## config.mk

```make
export PLATFORM = sky130hd
export DESIGN_NAME = scss_top
export DESIGN_NICKNAME = d
export VERILOG_FILES = /design/src/scss_pkg.sv /design/src/scss_top.sv
export SDC_FILE = /design/constraint.sdc
export NUM_CORES = 1
export LEC_CHECK = 0
export BUFFER_PORTS_ARGS = -buffer_cell sky130_fd_sc_hd__buf_4
export CORE_ASPECT_RATIO = 0.7
export CORE_UTILIZATION = 55
export DETAILED_ROUTE_END_ITERATION = 8
export PLACE_DENSITY = 0.81
export SYNTH_ARGS = -nofsm -noshare
export SYNTH_HDL_FRONTEND = slang
export SYNTH_SLANG_ARGS = --single-unit
```

## constraint.sdc

```tcl
create_clock -name aclk -period 11.7 [get_ports aclk]
set_input_delay 1.755 -clock aclk [delete_from_list [all_inputs] [get_ports aclk]]
set_output_delay 1.755 -clock aclk [all_outputs]
set_load 0.01 [all_outputs]
```

## src/scss_pkg.sv

```systemverilog
package scss_pkg;

    // ********************************************************
    // Register byte offsets
    // ********************************************************
    localparam logic [7:0] OFS_FREQ_CTRL = 8'h00;
    localparam logic [7:0] OFS_TRIM = 8'h04;
    localparam logic [7:0] OFS_IRQ_STATUS = 8'h08;
    localparam logic [7:0] OFS_IRQ_CLEAR = 8'h0C;
    localparam logic [7:0] OFS_IRQ_ENABLE = 8'h10;
    localparam logic [7:0] OFS_PIN_CTRL = 8'h14;
    localparam logic [7:0] OFS_PIN_STATUS = 8'h18;

    // ********************************************************
    // Field positions
    // ********************************************************
    localparam int FSEL_LSB = 4;
    localparam int LOCK_BIT = 3;
    localparam int STABLE_BIT = 2;
    localparam int TRIM_W = 6;
    localparam int IRQ_LOCK_BIT = 0;
    localparam int IRQ_STABLE_BIT = 1;
    localparam int PIN_IN_OUT_BIT = 0;
    localparam int PIN_IN_OE_BIT = 1;
    localparam int PIN_OUT_OUT_BIT = 2;
    localparam int PIN_OUT_OE_BIT = 3;

    // ********************************************************
    // Reset values and codes
    // ********************************************************
    localparam logic [1:0] FSEL_RESET = 2'h2;
    localparam logic [TRIM_W-1:0] TRIM_RESET = 6'h00;
    localparam logic [1:0] MODE_EXT_CLOCK_OUTPUT_PIN = 2'h3;
    localparam logic [1:0] MODE_EXT_IO = 2'h2;
    localparam logic [1:0] MODE_INT_CLOCK_OUTPUT_PIN = 2'h1;
    localparam logic [1:0] MODE_INT_IO = 2'h0;
    localparam logic [1:0] RESP_OKAY = 2'h0;
    localparam logic [1:0] RESP_SLVERR = 2'h2;

    // ********************************************************
    // Frequencies and timing
    // ********************************************************
    localparam int CLK_FREQ_KHZ = 20000;
    localparam int CLK_PERIOD_NS = 50;
    localparam int REF_FREQ_KHZ = 500;
    localparam int HF_FREQ_KHZ = 16000;
    localparam int ACC_W = 24;
    localparam logic [ACC_W-1:0] INC_HF = ACC_W'((64'(HF_FREQ_KHZ) << ACC_W) / 64'(CLK_FREQ_KHZ));
    localparam logic [ACC_W-1:0] INC_MF = ACC_W'((64'(REF_FREQ_KHZ) << ACC_W) / 64'(CLK_FREQ_KHZ));
    localparam int LOCK_TIME_NS = 20000;
    localparam int STABLE_TIME_NS = 100000;
    localparam int TRIM_STEP_NS = 5000;
    localparam int LOCK_CYCLES = (LOCK_TIME_NS + CLK_PERIOD_NS - 1) / CLK_PERIOD_NS;
    localparam int STABLE_CYCLES = (STABLE_TIME_NS + CLK_PERIOD_NS - 1) / CLK_PERIOD_NS;
    localparam int TRIM_STEP_CYCLES = (TRIM_STEP_NS + CLK_PERIOD_NS - 1) / CLK_PERIOD_NS;

endpackage : scss_pkg

```

## src/scss_top.sv

```systemverilog
// The register offsets and the AXI4-Lite slave port were chosen for this implementation.
`timescale 1ns/1ps
module scss_top
    import scss_pkg::*;
#(
    parameter int LOCK_CNT = LOCK_CYCLES,
    parameter int STABLE_CNT = STABLE_CYCLES,
    parameter int TRIM_STEP_CNT = TRIM_STEP_CYCLES
) (
    input wire logic aclk,
    input wire logic aresetn,
    input wire logic [7:0] s_axi_awaddr,
    input wire logic s_axi_awvalid,
    output logic s_axi_awready,
    input wire logic [31:0] s_axi_wdata,
    input wire logic [3:0] s_axi_wstrb,
    input wire logic s_axi_wvalid,
    output logic s_axi_wready,
    output logic [1:0] s_axi_bresp,
    output logic s_axi_bvalid,
    input wire logic s_axi_bready,
    input wire logic [7:0] s_axi_araddr,
    input wire logic s_axi_arvalid,
    output logic s_axi_arready,
    output logic [31:0] s_axi_rdata,
    output logic [1:0] s_axi_rresp,
    output logic s_axi_rvalid,
    input wire logic s_axi_rready,
    input wire logic [1:0] source_mode_field,
    input wire logic high_range_enable,
    input wire logic clock_input_pin_in,
    output logic clock_input_pin_out,
    output logic clock_input_pin_oe,
    input wire logic clock_output_pin_in,
    output logic clock_output_pin_out,
    output logic clock_output_pin_oe,
    output logic sys_clk_tick,
    output logic irq
);

    // ********************************************************
    // Pin and configuration synchronisers
    // ********************************************************
    logic [1:0] mode_s1_r, mode_r;
    logic range_s1_r, range_r;
    logic cin_s1_r, cin_r, cin_d_r;
    logic cout_s1_r, cout_r;

    always_ff @(posedge aclk) begin
        if (!aresetn) begin
            mode_s1_r <= MODE_INT_IO;
            mode_r <= MODE_INT_IO;
            range_s1_r <= 1'b0;
            range_r <= 1'b0;
            cin_s1_r <= 1'b0;
            cin_r <= 1'b0;
            cin_d_r <= 1'b0;
            cout_s1_r <= 1'b0;
            cout_r <= 1'b0;
        end else begin
            mode_s1_r <= source_mode_field;
            mode_r <= mode_s1_r;
            range_s1_r <= high_range_enable;
            range_r <= range_s1_r;
            cin_s1_r <= clock_input_pin_in;
            cin_r <= cin_s1_r;
            cin_d_r <= cin_r;
            cout_s1_r <= clock_output_pin_in;
            cout_r <= cout_s1_r;
        end
    end

    // Mode decode
    wire mode_ext = (mode_r == MODE_EXT_CLOCK_OUTPUT_PIN) || (mode_r == MODE_EXT_IO);
    wire mode_clock_output_pin = (mode_r == MODE_EXT_CLOCK_OUTPUT_PIN) || (mode_r == MODE_INT_CLOCK_OUTPUT_PIN);
    // Sampled edge: an outside clock above half of aclk aliases
    wire ext_tick = cin_r && !cin_d_r;

    // ********************************************************
    // Register state
    // ********************************************************
    logic [1:0] fsel_r;
    logic [1:0] fsel_act_r;
    logic signed [TRIM_W-1:0] trim_r;
    logic signed [TRIM_W-1:0] trim_eff_r;
    logic [1:0] irq_stat_r, irq_en_r;
    logic [3:0] pin_ctrl_r;
    logic lock_r, stable_r;

    // ********************************************************
    // Internal oscillator model
    // ********************************************************
    logic [ACC_W-1:0] acc_r;
    logic [2:0] div_cnt_r;
    wire [ACC_W-1:0] inc_base = range_r ? INC_HF : INC_MF;
    wire signed [31:0] inc_step = 32'(signed'({1'b0, inc_base[ACC_W-1:7]}));
    wire signed [31:0] trim_wide = 32'(trim_eff_r);
    // Signed trim scales the rate linearly, so codes stay monotonic
    wire [31:0] inc_full = 32'(inc_base) + 32'(inc_step * trim_wide);
    wire [ACC_W:0] acc_sum = {1'b0, acc_r} + {1'b0, inc_full[ACC_W-1:0]};
    wire src_tick = acc_sum[ACC_W];
    wire [2:0] div_mask = 3'((4'h8 >> fsel_act_r) - 4'h1);
    // All postscaler outputs fire together here, so switching cannot glitch
    wire div_wrap = src_tick && (div_cnt_r == 3'h7);
    wire int_tick = src_tick && ((div_cnt_r & div_mask) == div_mask);
    wire sys_tick_nxt = mode_ext ? ext_tick : int_tick;

    always_ff @(posedge aclk) begin
        if (!aresetn) begin
            acc_r <= '0;
            div_cnt_r <= 3'h0;
            fsel_act_r <= FSEL_RESET;
        end else begin
            acc_r <= acc_sum[ACC_W-1:0];
            if (src_tick) begin
                div_cnt_r <= div_cnt_r + 3'h1;
            end
            if (div_wrap) begin
                fsel_act_r <= fsel_r;
            end
        end
    end

    // ********************************************************
    // Lock, stability and gradual trim
    // ********************************************************
    logic [$clog2(STABLE_CNT+1)-1:0] stab_cnt_r;
    logic [$clog2(LOCK_CNT+1)-1:0] lock_cnt_r;
    logic [$clog2(TRIM_STEP_CNT+1)-1:0] step_cnt_r;
    wire trim_settled = (trim_eff_r == trim_r);
    wire lock_nxt = (32'(lock_cnt_r) >= LOCK_CNT);
    wire stable_nxt = lock_nxt && (32'(stab_cnt_r) >= STABLE_CNT) && trim_settled;
    wire step_due = (32'(step_cnt_r) >= TRIM_STEP_CNT) && !trim_settled;

    always_ff @(posedge aclk) begin
        if (!aresetn) begin
            lock_cnt_r <= '0;
            stab_cnt_r <= '0;
            step_cnt_r <= '0;
            trim_eff_r <= TRIM_RESET;
            lock_r <= 1'b0;
            stable_r <= 1'b0;
        end else begin
            if (!lock_nxt) begin
                lock_cnt_r <= lock_cnt_r + 1'b1;
            end
            if (32'(stab_cnt_r) < STABLE_CNT) begin
                stab_cnt_r <= stab_cnt_r + 1'b1;
            end
            step_cnt_r <= (step_due || trim_settled) ? '0 : step_cnt_r + 1'b1;
            if (step_due) begin
                trim_eff_r <= (trim_eff_r < trim_r) ? trim_eff_r + 6'sh01
                                                    : trim_eff_r - 6'sh01;
            end
            lock_r <= lock_nxt;
            stable_r <= stable_nxt;
        end
    end

    // ********************************************************
    // AXI4-Lite slave
    // ********************************************************
    logic aw_hold_r, w_hold_r;
    logic [7:0] awaddr_q_r;
    logic [31:0] wdata_q_r;
    logic wstrb_q_r;
    wire aw_hs = s_axi_awvalid && s_axi_awready;
    wire w_hs = s_axi_wvalid && s_axi_wready;
    wire b_hs = s_axi_bvalid && s_axi_bready;
    wire ar_hs = s_axi_arvalid && s_axi_arready;
    wire r_hs = s_axi_rvalid && s_axi_rready;
    wire do_wr = aw_hold_r && w_hold_r && !s_axi_bvalid;
    wire wr_en = do_wr && wstrb_q_r;
    wire wr_fsel = wr_en && (awaddr_q_r == OFS_FREQ_CTRL);
    wire wr_trim = wr_en && (awaddr_q_r == OFS_TRIM);
    wire wr_clr = wr_en && (awaddr_q_r == OFS_IRQ_CLEAR);
    wire wr_en_reg = wr_en && (awaddr_q_r == OFS_IRQ_ENABLE);
    wire wr_pin = wr_en && (awaddr_q_r == OFS_PIN_CTRL);
    wire wr_map = (awaddr_q_r == OFS_FREQ_CTRL) || (awaddr_q_r == OFS_TRIM)
               || (awaddr_q_r == OFS_IRQ_STATUS) || (awaddr_q_r == OFS_IRQ_CLEAR)
               || (awaddr_q_r == OFS_IRQ_ENABLE) || (awaddr_q_r == OFS_PIN_CTRL)
               || (awaddr_q_r == OFS_PIN_STATUS);

    wire [31:0] freq_word = 32'({fsel_r, lock_r, stable_r, 2'h0});
    wire [31:0] trim_word = 32'(unsigned'(trim_r));
    wire [31:0] pin_status_word = 32'({range_r, mode_r, cout_r, cin_r});
    logic [31:0] rd_word;
    logic rd_ok;
    always_comb begin
        rd_ok = 1'b1;
        unique case (s_axi_araddr)
            OFS_FREQ_CTRL: rd_word = freq_word;
            OFS_TRIM: rd_word = trim_word;
            OFS_IRQ_STATUS: rd_word = 32'(irq_stat_r);
            OFS_IRQ_CLEAR: rd_word = 32'h0000_0000;
            OFS_IRQ_ENABLE: rd_word = 32'(irq_en_r);
            OFS_PIN_CTRL: rd_word = 32'(pin_ctrl_r);
            OFS_PIN_STATUS: rd_word = pin_status_word;
            default: begin
                rd_word = 32'h0000_0000;
                rd_ok = 1'b0;
            end
        endcase
    end

    always_ff @(posedge aclk) begin
        if (!aresetn) begin
            s_axi_awready <= 1'b1;
            s_axi_wready <= 1'b1;
            aw_hold_r <= 1'b0;
            w_hold_r <= 1'b0;
            awaddr_q_r <= 8'h00;
            wdata_q_r <= 32'h0000_0000;
            wstrb_q_r <= 1'b0;
            s_axi_bvalid <= 1'b0;
            s_axi_bresp <= RESP_OKAY;
        end else begin
            if (aw_hs) begin
                aw_hold_r <= 1'b1;
                awaddr_q_r <= s_axi_awaddr;
                s_axi_awready <= 1'b0;
            end
            if (w_hs) begin
                w_hold_r <= 1'b1;
                wdata_q_r <= s_axi_wdata;
                wstrb_q_r <= s_axi_wstrb[0];
                s_axi_wready <= 1'b0;
            end
            if (do_wr) begin
                s_axi_bvalid <= 1'b1;
                s_axi_bresp <= wr_map ? RESP_OKAY : RESP_SLVERR;
            end
            if (b_hs) begin
                s_axi_bvalid <= 1'b0;
                aw_hold_r <= 1'b0;
                w_hold_r <= 1'b0;
                s_axi_awready <= 1'b1;
                s_axi_wready <= 1'b1;
            end
        end
    end

    always_ff @(posedge aclk) begin
        if (!aresetn) begin
            s_axi_arready <= 1'b1;
            s_axi_rvalid <= 1'b0;
            s_axi_rdata <= 32'h0000_0000;
            s_axi_rresp <= RESP_OKAY;
        end else if (ar_hs) begin
            s_axi_arready <= 1'b0;
            s_axi_rvalid <= 1'b1;
            s_axi_rdata <= rd_word;
            s_axi_rresp <= rd_ok ? RESP_OKAY : RESP_SLVERR;
        end else if (r_hs) begin
            s_axi_rvalid <= 1'b0;
            s_axi_arready <= 1'b1;
        end
    end

    // ********************************************************
    // Software registers and interrupts
    // ********************************************************
    wire [1:0] irq_evt = {stable_nxt && !stable_r, lock_nxt && !lock_r};
    wire [1:0] clr_bits = wr_clr ? wdata_q_r[1:0] : 2'h0;

    always_ff @(posedge aclk) begin
        if (!aresetn) begin
            fsel_r <= FSEL_RESET;
            trim_r <= TRIM_RESET;
            irq_stat_r <= 2'h0;
            irq_en_r <= 2'h0;
            pin_ctrl_r <= 4'h0;
        end else begin
            if (wr_fsel) begin
                fsel_r <= wdata_q_r[FSEL_LSB+1:FSEL_LSB];
            end
            if (wr_trim) begin
                trim_r <= signed'(wdata_q_r[TRIM_W-1:0]);
            end
            if (wr_en_reg) begin
                irq_en_r <= wdata_q_r[1:0];
            end
            if (wr_pin) begin
                pin_ctrl_r <= wdata_q_r[3:0];
            end
            // New events win over a clear in the same cycle
            irq_stat_r <= (irq_stat_r & ~clr_bits) | irq_evt;
        end
    end

    // ********************************************************
    // Pin drivers and clock outputs
    // ********************************************************
    logic [1:0] quarter_r;
    wire [1:0] quarter_nxt = sys_tick_nxt ? quarter_r + 2'h1 : quarter_r;
    wire cout_out_nxt = mode_clock_output_pin ? quarter_nxt[1] : pin_ctrl_r[PIN_OUT_OUT_BIT];
    wire cout_oe_nxt = mode_clock_output_pin || pin_ctrl_r[PIN_OUT_OE_BIT];
    wire cin_oe_nxt = !mode_ext && pin_ctrl_r[PIN_IN_OE_BIT];

    always_ff @(posedge aclk) begin
        if (!aresetn) begin
            quarter_r <= 2'h0;
            sys_clk_tick <= 1'b0;
            clock_output_pin_out <= 1'b0;
            clock_output_pin_oe <= 1'b0;
            clock_input_pin_out <= 1'b0;
            clock_input_pin_oe <= 1'b0;
            irq <= 1'b0;
        end else begin
            quarter_r <= quarter_nxt;
            sys_clk_tick <= sys_tick_nxt;
            clock_output_pin_out <= cout_out_nxt;
            clock_output_pin_oe <= cout_oe_nxt;
            clock_input_pin_out <= pin_ctrl_r[PIN_IN_OUT_BIT];
            clock_input_pin_oe <= cin_oe_nxt;
            irq <= |(irq_stat_r & irq_en_r);
        end
    end
endmodule : scss_top

```

==> impl_results.md <==
* Final cycle utilization of the critical path at 63.8%
* CTS buffer count at 17
* Hold-fix buffer count after cts at 0
* Sequential-to-total area share from yosys stat at 29.3%
* Skew final at 16.6 ps
* Synth warn at 0
* Routed wirelength normalized by instance count at 14.5 um
* Number of distinct library cells after synthesis at 68
* Top-level port count at 111
* Path category of the worst min-delay check: reg -> reg
* Htree depth at 4
* Shortest period the worst path allows at 7460 ps
* Largest voltage drop on the vdd net at 0.102 mV
* Post-synthesis cell type with the largest combined area: sky130_fd_sc_hd__dfxtp_1
* Critical setup path kind: reg -> reg
* Required time at the worst-slack endpoint at 11980 ps
* Pin count of the biggest net entering global routing at 124
* Worst hold path stage count at 1
* Post-synthesis compound-gate area fraction at 15.9%
* Async set or reset register ratio after synthesis at 0%
* HPWL after detailed placement at 13.3 mm
* Clock tree from TritonCTS: done
* Share of synthesized cell area in full adder, half adder and majority cells at 21.0%
* Starting density of the core at 56.6%
* Area of the die at 0.0166 mm2
* Final worst hold slack at 435 ps
* Critical path data arrival time at 7740 ps
* GRT Resource Usage Total at 23.5%
* Pwr per Cell Area at 128 mW/mm2
* Final net count at 1224
* Number of global-route vias before repair at 6580
* Count of unresolved DRC violations after routing at 0
* Largest fanout of any net on the critical path at 18
* Bufs on Longest Clock Path at 2
* Number of rows in the core area at 38
* Height of the chip at 108 um
* Maximum achievable frequency at 0.134 GHz
* Number of gates given a new drive strength after cts at 0
* Overall die width at 153 um
* Slack of the worst reg-to-reg path at 4240 ps
* Grt ovf at 0
* Sinks on Clock Net at 129
* Transition time at the pin with the least slew margin at 1020 ps
* Worst setup EP type: flip-flop
* Combinational family with the most area after synthesis: adder cells
* Worst reg2reg path depth at 26
* Synth top cells by count: 129 x sky130_fd_sc_hd__dfxtp_1, 100 x sky130_fd_sc_hd__ha_1, 89 x sky130_fd_sc_hd__inv_1
* Count of buffers inserted at the top-level ports at 53
* Antenna violations before repair at 0
* Total number of vias at 6754
* Number of fill cells in the layout at 1246
* Number of enable-type register cells in the synthesized netlist at 0
* Core region area at 0.0156 mm2
* Synth Instances at 984
* Final Hold Vio Count at 0
* Routed Antenna Nets at 0
* Cell area after technology mapping at 0.00883 mm2
* Crit. Startpoint: range_r
* Synthesis-stage register bit count at 129
* First-pass GRT wire length at 30.9 mm
* Max-cap violations at 0
* Clock edge transition at the registers on the reported setup and hold paths at 70 ps
* Outcome: complete, no violations
* Max-slew violations at 0
* Crit Reg-Reg Startpoint: range_r
* Number of buffers added for setup after CTS at 0
* Final estimated routing congestion in global placement at 0.862
* Number of cells in the design after placement at 1211
* Fin cells at 1243
* Leakage Power at 4.61 nW
* Drt via density at 5.43
* Setup_tns at 0 ps
* First-iteration detailed-routing DRC count at 444
* Clock latency at the later pin of the worst-skew pair at 430 ps
* Basic-gate share of the synthesized area counting and, or, nand and nor cells at 17.6%
* Top-area cell type share of the netlist area at 29.3%
* Final setup violation count at 0
* Fraction of layout instances using a drive strength above 1 at 9.78%
* Multiplexer share of the synthesized area at 2.85%
* Endpoint of the most critical register-to-register path: fsel_act_r[1]
* Antenna fix cells at 0
* Growth of design area from synthesis to finish at 11.6%
* Leading post-synthesis cells by cell area: sky130_fd_sc_hd__dfxtp_1 29%, sky130_fd_sc_hd__ha_1 14%, sky130_fd_sc_hd__fa_1 6.8%
* Primary FF master, synth: sky130_fd_sc_hd__dfxtp_1
* Clk root buf: sky130_fd_sc_hd__clkbuf_16
* Category of the worst setup path launch point: flip-flop
* TritonRoute pass-1 iters at 5
* Normalized max-slew margin at 31.7%
* Xor-xnor portion of the synthesized cell area at 6.05%
* Top-count cell post-synth: sky130_fd_sc_hd__dfxtp_1
* Final wirelength at 18.0 mm
* RSZ-0062 raised after global routing: false
* Worst Setup EP: fsel_act_r[1]
* Mapped Avg Cell Area at 8.97 um2
## final cells by class
class | instances | area [um2] | share of cell area, %
sequential | 129 | 2580 | 26.2
inverter | 89 | 334 | 3.39
tap | 200 | 250 | 2.54
timing repair buffer | 53 | 398 | 4.04
multi-input combinational | 740 | 5710 | 57.9
clock inverter | 14 | 140 | 1.42
clock buffer | 18 | 439 | 4.46
## registers in the layout, indices dropped and copies added, names as in the netlist, 2 cells and up
register and count:
trim_eff_r 6, stab_cnt_r 11, mode_s1_r 2, quarter_r 2
mode_r 2, div_cnt_r 3, wdata_q_r 6, s_axi_rdata 6
acc_r 24, awaddr_q_r 8, fsel_r 2, step_cnt_r 7
irq_stat_r 2, lock_cnt_r 9, fsel_act_r 2, pin_ctrl_r 4
trim_r 6, irq_en_r 2
## where the power goes
| group | internal [mW] | switching [mW] |
|---|---|---|
| registers | 0.474 | 0.0190 |
| clock network | 0.288 | 0.233 |
| logic | 0.112 | 0.133 |
## per-stage QoR
stage | area [um2] | worst slack, ps | power [mW] | utilization, %
after floorplan | 8930 | 5180 | 0.698 | -
after global placement | 9270 | 4380 | 0.736 | 59.4
after detailed placement | 9270 | 4230 | 0.744 | 59.4
after CTS | 9850 | 4210 | 1.27 | 63.2
after global routing | 9850 | 3670 | 1.33 | 63.2
final | 9850 | 4240 | 1.26 | 63.2
## kinds of logic (layout without fill, tap and decap cells)
group | count (synthesis) | after routing
compound gates | 200 | 200
xor+xnor | 61 | 61
fa+ha+maj | 130 | 130
buf+inv | 143 | 174
mux | 25 | 25
other cells | 1 | 29
flops | 129 | 129
simple gates | 295 | 295
## how the worst min path moves through the flow
stage,slack (ps),start,end
4_1_cts,440,cin_s1_r,cin_r
5_1_grt,440,cin_s1_r,cin_r
3_3_place_gp,420,mode_s1_r[0],mode_r[0]
6_report,440,cout_s1_r,cout_r
2_1_floorplan,410,cin_s1_r,cin_r
3_5_place_dp,420,cin_s1_r,cin_r
## layout by cell type (no fill, tap or decap), types with 9 or more instances in the layout
| cell | netlist | routed |
|---|---|---|
| sky130_fd_sc_hd__o21ai_0 | 35 | 35 |
| sky130_fd_sc_hd__a21boi_0 | 23 | 23 |
| sky130_fd_sc_hd__inv_1 | 89 | 89 |
| sky130_fd_sc_hd__conb_1 | 1 | 29 |
| sky130_fd_sc_hd__and2_1 | 52 | 52 |
| sky130_fd_sc_hd__a21oi_1 | 46 | 46 |
| sky130_fd_sc_hd__nand2_1 | 60 | 60 |
| sky130_fd_sc_hd__dfxtp_1 | 129 | 129 |
| sky130_fd_sc_hd__nand4_1 | 10 | 10 |
| sky130_fd_sc_hd__nor2b_1 | 38 | 38 |
| sky130_fd_sc_hd__fa_1 | 30 | 30 |
| sky130_fd_sc_hd__nand3_1 | 31 | 31 |
| sky130_fd_sc_hd__o21a_1 | 9 | 9 |
| sky130_fd_sc_hd__xnor2_1 | 43 | 43 |
| sky130_fd_sc_hd__clkbuf_16 | 0 | 17 |
| sky130_fd_sc_hd__nor2_1 | 52 | 52 |
| sky130_fd_sc_hd__buf_4 | 28 | 53 |
| sky130_fd_sc_hd__ha_1 | 100 | 100 |
| sky130_fd_sc_hd__mux2i_1 | 24 | 24 |
| sky130_fd_sc_hd__a21o_1 | 16 | 16 |
| sky130_fd_sc_hd__xor2_1 | 18 | 18 |
| sky130_fd_sc_hd__and3_1 | 10 | 10 |
## routing by layer
| layer | part of all wire [%] | track usage [%] | wire, um | up-vias |
|---|---|---|---|---|
| met2 | 43 | 36.9 | 7670 | 130 |
| met4 | 1.2 | 6.71 | 213 | 0 |
| met5 | 0 | 0 | 0 | - |
| li1 | - | - | - | 3406 |
| met3 | 4.5 | 4.85 | 814 | 21 |
| met1 | 52 | 32.7 | 9270 | 3197 |
## critical path, cell delays in order (launching register included)
cell and delay [ps]:
sky130_fd_sc_hd__dfxtp_1 800, sky130_fd_sc_hd__inv_1 380, sky130_fd_sc_hd__ha_1 370, sky130_fd_sc_hd__ha_1 210, sky130_fd_sc_hd__inv_1 70, sky130_fd_sc_hd__fa_1 480, sky130_fd_sc_hd__fa_1 580, sky130_fd_sc_hd__fa_1 570
sky130_fd_sc_hd__inv_1 50, sky130_fd_sc_hd__ha_1 340, sky130_fd_sc_hd__o21a_1 120, sky130_fd_sc_hd__o31a_1 180, sky130_fd_sc_hd__nor4_1 70, sky130_fd_sc_hd__o31a_1 360, sky130_fd_sc_hd__a21o_1 210, sky130_fd_sc_hd__o221ai_1 240
sky130_fd_sc_hd__nor2_1 90, sky130_fd_sc_hd__xnor2_1 210, sky130_fd_sc_hd__ha_1 290, sky130_fd_sc_hd__a21oi_1 200, sky130_fd_sc_hd__o21ai_1 140, sky130_fd_sc_hd__a2111oi_2 370, sky130_fd_sc_hd__nor2_1 120, sky130_fd_sc_hd__a211oi_4 390
sky130_fd_sc_hd__nand2b_1 230, sky130_fd_sc_hd__mux2i_1 190, sky130_fd_sc_hd__nand2_1 60
(Power assumes the default switching activity.)
